**src/axis_stop_defines.svh**
```systemverilog
`ifndef AXIS_STOP_DEFINES_SVH
`define AXIS_STOP_DEFINES_SVH

// ----------------------------------------------------------------
// Register offsets.
// ----------------------------------------------------------------
`define OFS_MODE     8'h00
`define OFS_ENV_ONE  8'h04
`define OFS_ENV_TWO  8'h08
`define OFS_ENV_THR  8'h0c
`define OFS_COMMAND  8'h10
`define OFS_MOVE     8'h14
`define OFS_REMAIN   8'h18
`define OFS_CNT_ONE  8'h1c
`define OFS_CNT_TWO  8'h20
`define OFS_ERROR    8'h24
`define OFS_STATUS   8'h28

// ----------------------------------------------------------------
// Field positions.
// ----------------------------------------------------------------
`define MODE_OVR_TWO    0
`define MODE_STOP_IN_EN 24
`define MODE_STOP_OUT   25
`define ENV1_STOP_DECEL 19
`define ENV1_FTM_LO     20
`define ENV1_FTM_HI     21
`define ENV1_FILT_SEL   26
`define ENV2_CMD_OUT    13
`define ENV2_ENC_OFF    14
`define ENV2_EIM_LO     16
`define ENV2_EIM_HI     17
`define ENV2_ENC_FILT   18
`define ENV2_ENC_DIR    19
`define ENV3_SRC_ONE    0
`define ENV3_SRC_TWO    1
`define ERR_STOP_LINE   3
`define ERR_EMERGENCY   4
`define ERR_ENCODER     7
`define STS_RUNNING     0
`define STS_DECEL       1
`define STS_INDEX       2
`define STS_WAIT_START  3
`define STS_STOP_LOW    6
`define STS_EMG_LOW     7

// ----------------------------------------------------------------
// Commands and reset values.
// ----------------------------------------------------------------
`define CMD_START       8'h01
`define CMD_STOP        8'h02
`define CMD_EMERGENCY   8'h05
`define CMD_SIM_STOP    8'h07
`define RST_WORD        32'h0000_0000

// ----------------------------------------------------------------
// Timing.
// ----------------------------------------------------------------
`define CLK_MHZ         200
`define CYC_MIN(ns)     ((((ns) * `CLK_MHZ) + 999) / 1000)
`define FILT_FAST_NS    100
`define ENC_SLOW_NS     150
`define FILT_3U2_NS     3200
`define FILT_25U_NS     25000
`define FILT_200U_NS    200000
`define FILT_1M6_NS     1600000
`define STOP_PULSE_CYC  4'h8

`endif

```
**src/axis_stop_pkg.sv**
```systemverilog
package axis_stop_pkg;

	typedef struct packed {
		logic [7:0]  awaddr;
		logic        awvalid;
		logic [31:0] wdata;
		logic [3:0]  wstrb;
		logic        wvalid;
		logic        bready;
		logic [7:0]  araddr;
		logic        arvalid;
		logic        rready;
	} axi_req_s;

	typedef struct packed {
		logic        awready;
		logic        wready;
		logic [1:0]  bresp;
		logic        bvalid;
		logic        arready;
		logic [31:0] rdata;
		logic [1:0]  rresp;
		logic        rvalid;
	} axi_rsp_s;

	typedef enum logic [1:0] {
		AXIS_IDLE,
		AXIS_RUN,
		AXIS_DECEL
	} axis_mode_e;

	typedef struct packed {
		logic        stop_m;
		logic        stop_s;
		logic        emg_m;
		logic        emg_s;
		logic        pcs_m;
		logic        pcs_s;
		logic [2:0]  enc_m;
		logic [2:0]  enc_s;
		logic [2:0]  enc_filt;
		logic [14:0] enc_cnt;
		logic        emg_filt;
		logic [18:0] emg_cnt;
		logic [3:0]  pulse_cnt;
		axis_mode_e  mode;
		logic        wait_pcs;
		logic [31:0] mode_reg;
		logic [31:0] env1;
		logic [31:0] env2;
		logic [31:0] env3;
		logic [31:0] move;
		logic [31:0] remain;
		logic [31:0] cnt1;
		logic [31:0] cnt2;
		logic [7:0]  err;
		logic        aw_got;
		logic [7:0]  aw_addr;
		logic        w_got;
		logic [31:0] wdata;
		logic [3:0]  wstrb;
		logic        bvalid;
		logic [1:0]  bresp;
		logic        rvalid;
		logic [31:0] rdata;
		logic [1:0]  rresp;
	} state_s;

endpackage : axis_stop_pkg

```
**src/axis_stop_and_position_counters.sv**
```systemverilog
// Chosen here: the AXI4-Lite interface to the registers and the address map.
`timescale 1ns/100ps
`include "axis_stop_defines.svh"

module axis_stop_and_position_counters #(
	parameter int unsigned FILT_25U_CYC  = `CYC_MIN(`FILT_25U_NS),
	parameter int unsigned FILT_200U_CYC = `CYC_MIN(`FILT_200U_NS),
	parameter int unsigned FILT_1M6_CYC  = `CYC_MIN(`FILT_1M6_NS)
) (
	input  wire logic                    aclk,
	input  wire logic                    aresetn,
	input  wire axis_stop_pkg::axi_req_s axi_req,
	output      axis_stop_pkg::axi_rsp_s axi_rsp,
	input  wire logic                    shared_stop_line_in,
	output      logic                    shared_stop_line_out,
	output      logic                    shared_stop_line_oe,
	input  wire logic                    emergency_input,
	input  wire logic                    encoder_phase_a,
	input  wire logic                    encoder_phase_b,
	input  wire logic                    encoder_index,
	input  wire logic                    command_pulse,
	input  wire logic                    command_dir,
	input  wire logic                    pulse_count_start,
	input  wire logic                    decel_done,
	output      logic                    axis_running,
	output      logic                    axis_decelerating,
	output      logic                    interrupt_n
);

	localparam logic [18:0] FILT_FAST = 19'(`CYC_MIN(`FILT_FAST_NS));
	localparam logic [18:0] FILT_3U2  = 19'(`CYC_MIN(`FILT_3U2_NS));
	localparam logic [4:0]  ENC_FAST  = 5'(`CYC_MIN(`FILT_FAST_NS));
	localparam logic [4:0]  ENC_SLOW  = 5'(`CYC_MIN(`ENC_SLOW_NS));

	axis_stop_pkg::state_s s;
	axis_stop_pkg::state_s next_s;

	// ----------------------------------------------------------------
	// Helpers.
	// ----------------------------------------------------------------
	function automatic logic mapped(input logic [7:0] addr);
		case (addr)
			`OFS_MODE, `OFS_ENV_ONE, `OFS_ENV_TWO, `OFS_ENV_THR,
			`OFS_COMMAND, `OFS_MOVE, `OFS_REMAIN, `OFS_CNT_ONE,
			`OFS_CNT_TWO, `OFS_ERROR, `OFS_STATUS: mapped = 1'b1;
			default: mapped = 1'b0;
		endcase
	endfunction : mapped

	function automatic logic [31:0] merge(input logic [31:0] old,
		input logic [31:0] data, input logic [3:0] strb);
		for (int i = 0; i < 4; i++) begin
			merge[i*8 +: 8] = strb[i] ? data[i*8 +: 8] : old[i*8 +: 8];
		end
	endfunction : merge

	// Emergency filter length chosen by the filter select bits.
	function automatic logic [18:0] emg_limit(input logic [31:0] env1);
		if (!env1[`ENV1_FILT_SEL]) begin
			emg_limit = FILT_FAST;
		end else begin
			case (env1[`ENV1_FTM_HI:`ENV1_FTM_LO])
				2'b00: emg_limit = FILT_3U2;
				2'b01: emg_limit = 19'(FILT_25U_CYC);
				2'b10: emg_limit = 19'(FILT_200U_CYC);
				default: emg_limit = 19'(FILT_1M6_CYC);
			endcase
		end
	endfunction : emg_limit

	function automatic logic [31:0] status_word(
		input axis_stop_pkg::state_s st);
		status_word = `RST_WORD;
		status_word[`STS_RUNNING] = st.mode != axis_stop_pkg::AXIS_IDLE;
		status_word[`STS_DECEL] = st.mode == axis_stop_pkg::AXIS_DECEL;
		status_word[`STS_INDEX] = st.enc_filt[2];
		status_word[`STS_WAIT_START] = st.wait_pcs;
		status_word[`STS_STOP_LOW] = !st.stop_s;
		status_word[`STS_EMG_LOW] = !st.emg_filt;
	endfunction : status_word

	function automatic logic [31:0] read_word(
		input axis_stop_pkg::state_s st, input logic [7:0] addr);
		case (addr)
			`OFS_MODE:    read_word = st.mode_reg;
			`OFS_ENV_ONE: read_word = st.env1;
			`OFS_ENV_TWO: read_word = st.env2;
			`OFS_ENV_THR: read_word = st.env3;
			`OFS_MOVE:    read_word = st.move;
			`OFS_REMAIN:  read_word = st.remain;
			`OFS_CNT_ONE: read_word = st.cnt1;
			`OFS_CNT_TWO: read_word = st.cnt2;
			`OFS_ERROR:   read_word = {24'h00_0000, st.err};
			`OFS_STATUS:  read_word = status_word(st);
			default:      read_word = `RST_WORD;
		endcase
	endfunction : read_word

	// ----------------------------------------------------------------
	// Next-state logic.
	// ----------------------------------------------------------------
	always_comb begin
		logic        wr_now;
		logic [7:0]  code;
		logic        do_start;
		logic        do_stop;
		logic        do_emg;
		logic        do_sim;
		logic [4:0]  enc_lim;
		logic [18:0] emg_lim;
		logic [2:0]  old_e;
		logic        ch_a;
		logic        ch_b;
		logic        up;
		logic        cnt_en;
		logic        enc_err;
		logic [31:0] enc_delta;
		logic [31:0] cmd_delta;
		logic        running;
		logic        emg_low;
		logic        pulse_go;
		logic [31:0] rem_dec;

		next_s = s;
		wr_now = 1'b0;
		code = 8'h00;
		do_start = 1'b0;
		do_stop = 1'b0;
		do_emg = 1'b0;
		do_sim = 1'b0;
		up = 1'b0;
		cnt_en = 1'b0;
		enc_err = 1'b0;
		pulse_go = 1'b0;
		rem_dec = s.remain;

		// Two-flop synchronisers in front of the stop line, emergency, pulse count start and encoder pins.
		next_s.stop_m = shared_stop_line_in;
		next_s.stop_s = s.stop_m;
		next_s.emg_m = emergency_input;
		next_s.emg_s = s.emg_m;
		next_s.pcs_m = pulse_count_start;
		next_s.pcs_s = s.pcs_m;
		next_s.enc_m = {encoder_index, encoder_phase_b, encoder_phase_a};
		next_s.enc_s = s.enc_m;

		// A level is accepted once it has stood for the filter length.
		enc_lim = s.env2[`ENV2_ENC_FILT] ? ENC_SLOW : ENC_FAST;
		for (int i = 0; i < 3; i++) begin
			if (s.enc_s[i] == s.enc_filt[i]) begin
				next_s.enc_cnt[i*5 +: 5] = 5'h00;
			end else if (s.enc_cnt[i*5 +: 5] + 5'h01 >= enc_lim) begin
				next_s.enc_filt[i] = s.enc_s[i];
				next_s.enc_cnt[i*5 +: 5] = 5'h00;
			end else begin
				next_s.enc_cnt[i*5 +: 5] = s.enc_cnt[i*5 +: 5] + 5'h01;
			end
		end
		emg_lim = emg_limit(s.env1);
		if (s.emg_s == s.emg_filt) begin
			next_s.emg_cnt = 19'h0_0000;
		end else if (s.emg_cnt + 19'h0_0001 >= emg_lim) begin
			next_s.emg_filt = s.emg_s;
			next_s.emg_cnt = 19'h0_0000;
		end else begin
			next_s.emg_cnt = s.emg_cnt + 19'h0_0001;
		end

		// Encoder decoding on the filtered phases.
		old_e = s.enc_filt;
		ch_a = old_e[0] ^ next_s.enc_filt[0];
		ch_b = old_e[1] ^ next_s.enc_filt[1];
		case (s.env2[`ENV2_EIM_HI:`ENV2_EIM_LO])
			2'b11: begin
				enc_err = ch_a && ch_b && next_s.enc_filt[0]
					&& next_s.enc_filt[1];
				cnt_en = !enc_err && ((ch_a && next_s.enc_filt[0])
					|| (ch_b && next_s.enc_filt[1]));
				up = ch_a && next_s.enc_filt[0];
			end
			default: begin
				enc_err = ch_a && ch_b;
				up = next_s.enc_filt[0] ^ old_e[1];
				case (s.env2[`ENV2_EIM_HI:`ENV2_EIM_LO])
					2'b00: cnt_en = ch_a && !ch_b && !old_e[1];
					2'b01: cnt_en = ch_a && !ch_b;
					default: cnt_en = (ch_a || ch_b) && !enc_err;
				endcase
			end
		endcase
		if (s.env2[`ENV2_ENC_OFF]) begin
			cnt_en = 1'b0;
			enc_err = 1'b0;
		end
		up = up ^ s.env2[`ENV2_ENC_DIR];
		enc_delta = cnt_en ? (up ? 32'h0000_0001 : 32'hffff_ffff)
			: 32'h0000_0000;
		cmd_delta = command_pulse ? (command_dir ? 32'hffff_ffff
			: 32'h0000_0001) : 32'h0000_0000;

		// Counters wrap naturally at 32 bits.
		next_s.cnt1 = s.cnt1 + (s.env3[`ENV3_SRC_ONE] ? enc_delta
			: cmd_delta);
		next_s.cnt2 = s.cnt2 + (s.env3[`ENV3_SRC_TWO] ? cmd_delta
			: enc_delta);

		// Register bus: address and data may arrive in either order.
		if (axi_req.awvalid && !s.aw_got && !s.bvalid) begin
			next_s.aw_got = 1'b1;
			next_s.aw_addr = axi_req.awaddr;
		end
		if (axi_req.wvalid && !s.w_got && !s.bvalid) begin
			next_s.w_got = 1'b1;
			next_s.wdata = axi_req.wdata;
			next_s.wstrb = axi_req.wstrb;
		end
		if (s.bvalid && axi_req.bready) begin
			next_s.bvalid = 1'b0;
		end
		if (s.aw_got && s.w_got) begin
			wr_now = mapped(s.aw_addr);
			next_s.aw_got = 1'b0;
			next_s.w_got = 1'b0;
			next_s.bvalid = 1'b1;
			next_s.bresp = wr_now ? 2'b00 : 2'b10;
		end
		if (wr_now) begin
			case (s.aw_addr)
				`OFS_MODE: next_s.mode_reg = merge(s.mode_reg, s.wdata,
					s.wstrb);
				`OFS_ENV_ONE: next_s.env1 = merge(s.env1, s.wdata, s.wstrb);
				`OFS_ENV_TWO: next_s.env2 = merge(s.env2, s.wdata, s.wstrb);
				`OFS_ENV_THR: next_s.env3 = merge(s.env3, s.wdata, s.wstrb);
				`OFS_MOVE: next_s.move = merge(s.move, s.wdata, s.wstrb);
				`OFS_CNT_ONE: next_s.cnt1 = merge(s.cnt1, s.wdata, s.wstrb);
				`OFS_CNT_TWO: next_s.cnt2 = merge(s.cnt2, s.wdata, s.wstrb);
				`OFS_ERROR: begin
					if (s.wstrb[0]) begin
						next_s.err = s.err & ~s.wdata[7:0];
					end
				end
				`OFS_COMMAND: begin
					if (s.wstrb[0]) begin
						code = s.wdata[7:0];
					end
				end
				default: begin
				end
			endcase
		end
		do_start = code == `CMD_START;
		do_stop = code == `CMD_STOP;
		do_emg = code == `CMD_EMERGENCY;
		do_sim = code == `CMD_SIM_STOP;

		if (axi_req.arvalid && !s.rvalid) begin
			next_s.rvalid = 1'b1;
			next_s.rdata = read_word(s, axi_req.araddr);
			next_s.rresp = mapped(axi_req.araddr) ? 2'b00 : 2'b10;
		end else if (s.rvalid && axi_req.rready) begin
			next_s.rvalid = 1'b0;
		end

		// Axis sequencing; error flags are set after the clears above.
		running = s.mode != axis_stop_pkg::AXIS_IDLE;
		emg_low = !s.emg_filt;
		if (enc_err) begin
			next_s.err[`ERR_ENCODER] = 1'b1;
		end
		if (do_emg || emg_low) begin
			next_s.err[`ERR_EMERGENCY] = 1'b1;
			next_s.mode = axis_stop_pkg::AXIS_IDLE;
			next_s.wait_pcs = 1'b0;
			pulse_go = running && s.mode_reg[`MODE_STOP_OUT];
		end else if (s.mode_reg[`MODE_STOP_IN_EN] && !s.stop_s
			&& running) begin
			next_s.err[`ERR_STOP_LINE] = 1'b1;
			if (s.env1[`ENV1_STOP_DECEL]) begin
				next_s.mode = axis_stop_pkg::AXIS_DECEL;
			end else begin
				next_s.mode = axis_stop_pkg::AXIS_IDLE;
			end
		end else if (do_stop && running) begin
			next_s.mode = axis_stop_pkg::AXIS_IDLE;
			next_s.wait_pcs = 1'b0;
			pulse_go = s.env2[`ENV2_CMD_OUT]
				&& s.mode_reg[`MODE_STOP_OUT];
		end else if (do_start && !running) begin
			next_s.remain = s.move[31] ? -s.move : s.move;
			next_s.mode = axis_stop_pkg::AXIS_RUN;
			next_s.wait_pcs = s.mode_reg[`MODE_OVR_TWO];
		end else if (running) begin
			if (s.wait_pcs && s.pcs_s) begin
				next_s.wait_pcs = 1'b0;
			end
			if (command_pulse && !s.wait_pcs) begin
				rem_dec = s.remain - 32'h0000_0001;
				next_s.remain = rem_dec;
			end
			if (rem_dec == 32'h0000_0000 && !s.wait_pcs) begin
				next_s.mode = axis_stop_pkg::AXIS_IDLE;
			end else if (s.mode == axis_stop_pkg::AXIS_DECEL
				&& decel_done) begin
				next_s.mode = axis_stop_pkg::AXIS_IDLE;
			end
		end

		// One-shot low pulse on the shared line; it is read back through
		// the synchroniser, so the issuing axis stops as well when MODE_STOP_IN_EN is set.
		if (do_sim || pulse_go) begin
			next_s.pulse_cnt = `STOP_PULSE_CYC;
		end else if (s.pulse_cnt != 4'h0) begin
			next_s.pulse_cnt = s.pulse_cnt - 4'h1;
		end
	end

	always_ff @(posedge aclk) begin
		if (!aresetn) begin
			s <= '0;
			s.stop_m <= 1'b1;
			s.stop_s <= 1'b1;
			s.emg_m <= 1'b1;
			s.emg_s <= 1'b1;
			s.emg_filt <= 1'b1;
			s.mode <= axis_stop_pkg::AXIS_IDLE;
		end else begin
			s <= next_s;
		end
	end

	// ----------------------------------------------------------------
	// Outputs.
	// ----------------------------------------------------------------
	assign shared_stop_line_out = 1'b0;
	assign shared_stop_line_oe  = s.pulse_cnt != 4'h0;
	assign axis_running = s.mode != axis_stop_pkg::AXIS_IDLE;
	assign axis_decelerating = s.mode == axis_stop_pkg::AXIS_DECEL;
	assign interrupt_n = ~|s.err;

	assign axi_rsp.awready = !s.aw_got && !s.bvalid;
	assign axi_rsp.wready  = !s.w_got && !s.bvalid;
	assign axi_rsp.bvalid  = s.bvalid;
	assign axi_rsp.bresp   = s.bresp;
	assign axi_rsp.arready = !s.rvalid;
	assign axi_rsp.rvalid  = s.rvalid;
	assign axi_rsp.rdata   = s.rdata;
	assign axi_rsp.rresp   = s.rresp;

endmodule : axis_stop_and_position_counters

```
**config.mk**
```make
export PLATFORM = sky130hd
export DESIGN_NAME = axis_stop_and_position_counters
export DESIGN_NICKNAME = d
export VERILOG_FILES = /design/src/axis_stop_pkg.sv /design/src/axis_stop_and_position_counters.sv
export VERILOG_INCLUDE_DIRS = /design/src
export SDC_FILE = /design/constraint.sdc
export NUM_CORES = 1
export LEC_CHECK = 0
export ABC_AREA = 1
export BUFFER_PORTS_ARGS = -buffer_cell sky130_fd_sc_hd__buf_4
export CORE_ASPECT_RATIO = 1.75
export CORE_MARGIN = 3
export CORE_UTILIZATION = 45
export DETAILED_ROUTE_END_ITERATION = 6
export PLACE_DENSITY_LB_ADDON = 0.05
export SYNTH_ARGS = -nofsm -noshare
export SYNTH_HDL_FRONTEND = slang
export SYNTH_SLANG_ARGS = --single-unit
```
**constraint.sdc**
```tcl
create_clock -name aclk -period 5.5 [get_ports aclk]
set_clock_uncertainty 0.05 [all_clocks]
set_input_delay 0.55 -clock aclk [delete_from_list [all_inputs] [get_ports aclk]]
set_output_delay 0.55 -clock aclk [all_outputs]
set_load 0.02 [all_outputs]
```
==> impl_metrics.yaml <==
outcome:
  status: "complete, no violations"
sta:
  setup-tns-final_ns: 0
  fmax_mhz: 192
  period_share_pct: 94.6
  worstMarginPinSlew_ns: 1.13
  rsz0062_at_grt: "true"
  hold_viol: 0
  layout_setup_ws_ns: 0.297
  setup_violations: 0
  hold_ws_ns: 0.127
  min_period_ns: 5.20
  relSlewSlack_pct: 24.7
  final_max_slew_viol_count: 0
die:
  coreArea_sq_um: 50700
  die_h_um: 306
  rows: 109
  io_pins: 114
  start_util_pct: 45.7
  die_width_um: 178
  dieArea_sq_um: 54400
drt:
  wl_mm: 88.5
  vias: 23600
  drtIter0Drc: 1584
  wl_met3_mm: 4.16
  wl_per_cell_um: 21.0
  via_per_inst: 5.61
  highest_layer: "met4"
  wl_met1_mm: 32.6
  drc: 0
  antenna_left: 0
  met2_length_mm: 45.0
  firstDrtPassIters: 5
clock_tree:
  numCtsBuffers: 42
  cts_sinks: 403
  clock_latency_ns: 0.56
  cts-root-buf: "clkbuf_16"
  cts_tree: "done"
  cts_max_level: 2
  cts.path.max_buffers: 3
  clkSlewWorstSetupHoldPaths_ns: 0.07
grt:
  grt_overflow: 0
  grt_antenna_before_repair: 0
  grt_pass1_vias: 22900
  grtUsageTotal_pct: 31.6
  grt_max_degree: 119
  grt_pass1_wl_mm: 132
hold_path:
  hp-class: "in2reg"
worst_setup_path:
  crit_required_ns: 5.91
  critPathKind: "reg2reg"
  cp_slowest_cell: "dfxtp_2"
  cp_top_family: "adder cells"
  slowest_delay_ns: 0.33
  worst-path-buf-inv: 8
  arrival_ns: 5.61
  end_kind: "flip-flop"
  crit_fanout: 12
  timing.critical_path.mode_cell: "nand2_1"
  startpoint_type: "flip-flop"
yosys:
  syn-cell-area_sq_um: 23200
  ys_async_sr_fraction_pct: 0
  synthTopCellsByCount: "583 x nand2_1, 413 x inv_1, 403 x dfxtp_1"
  yosysSeqAreaShare_pct: 34.8
  ys_ff_latch: 403
  netlist_instances: 3355
  yosysMostFrequentCell: "nand2_1"
  synth_enable_flop_cells: 0
  yosys_warnings: 0
  ys_types: 58
  yosysTopAreaCellShare_pct: 34.8
  avgSynthCellArea_sq_um: 6.91
  ys.flop_type: "dfxtp_1"
  ys_top_cells_by_area: "dfxtp_1 35%, nand2_1 9.4%, a21oi_1 8.6%"
  yosys.area.top_type: "dfxtp_1"
layout:
  final_nets: 3690
  finish.utilization_pct: 53.3
  layout-drive-gt1-share_pct: 13.8
  area_growth_pct: 16.7
power:
  powerDensity_nw_per_um2: 269
  leakage_uw: 0.0109
  irDropWorstVdd_uv: 244
  finalPower_uw: 7280
placed_design:
  pre_cts_ws_ns: -0.0838
  dpl.hpwl_mm: 67.8
  portBuffers: 110
  globalplace.congestion: 0.982
job:
  max_cap_violations: 0
==> registers in the layout (all words and copies together), names as in the netlist <==
name,cells
s,361
axi_rsp,36
next_s,6
==> cell usage in the layout (no fill, tap or decap), types with 8 or more instances in the layout <==
master	instances
nand2_1	577
inv_1	412
dfxtp_1	400
a21oi_1	384
o21ai_0	336
buf_4	290
nor2_1	272
nand3_1	125
ha_1	97
o22ai_1	90
xor2_1	85
nor3_1	47
clkbuf_16	43
nand4_1	32
or2_2	31
o41ai_1	24
xnor2_1	23
o21ai_1	22
nor2_2	20
a221oi_1	19
nor4_1	15
a31oi_1	13
o211ai_1	12
a21oi_2	12
o21a_1	11
clkbuf_8	11
o21ai_2	9
nand2_2	8
nand3_2	8
==> where the power goes <==
part / switching, uW / internal [uW] / total (uW)
clock: 1270 / 1740 / 3000
combinational: 677 / 419 / 1100
sequential: 166 / 3020 / 3180
total: 2110 / 5170 / 7280
==> cell type report <==
class | count | area, sq um
clock buffers | 58 | 1220
repair buffers | 297 | 2300
diodes | 1 | 2.50
flip-flops and latches | 403 | 8070
multi-input cells | 2353 | 12800
well taps | 666 | 833
inverters | 423 | 1600
clock inverters | 14 | 190
fillers | 5228 | 23700
==> per-layer routing <==
layer | GRT usage [%] | vias to the layer above
li1 | - | 11500
met1 | 34.4 | 11100
met2 | 57.8 | 723
met3 | 3.21 | 243
met4 | 19.7 | 0
met5 | 0 | -
==> path summary, 6_finish.rpt <==
path | start | endpoint | slack (ns) | depth (start not counted)
hold reg to reg | next_s[394] | s[394] | 0.36 | 2
setup reg to reg | s[375] | s[123] | 0.30 | 35
setup / recovery | s[375] | s[123] | 0.30 | 35
hold / removal | shared_stop_line_in | next_s[403] | 0.13 | 2
==> cells by family after synthesis <==
logic type	Yosys count	synth area share [%]
AOI/OAI and AO/OA	974	23.1
xor gates and xnor gates	108	4.08
adders and majority gates	102	5.57
buffers and inverters	601	10.8
DFF	403	34.8
other	1	0.0162
and+or+nand+nor	1166	21.7
==> metrics by stage <==
step	std cells	cell area, sq um
after floorplan	3357	23200
after global placement	4137	25400
after detailed placement	4137	25400
after CTS	4209	26800
after global routing	4214	27100
final	4215	27100
==> timing repair <==
action                     CTS  global route
buffers inserted             0             4
setup endpoints to repair    3            44
cloned                       0             1
gates resized for setup      2            62
hold buffers                 0             0
pin swaps                    0            12
Power figures use the tool's default switching activity.
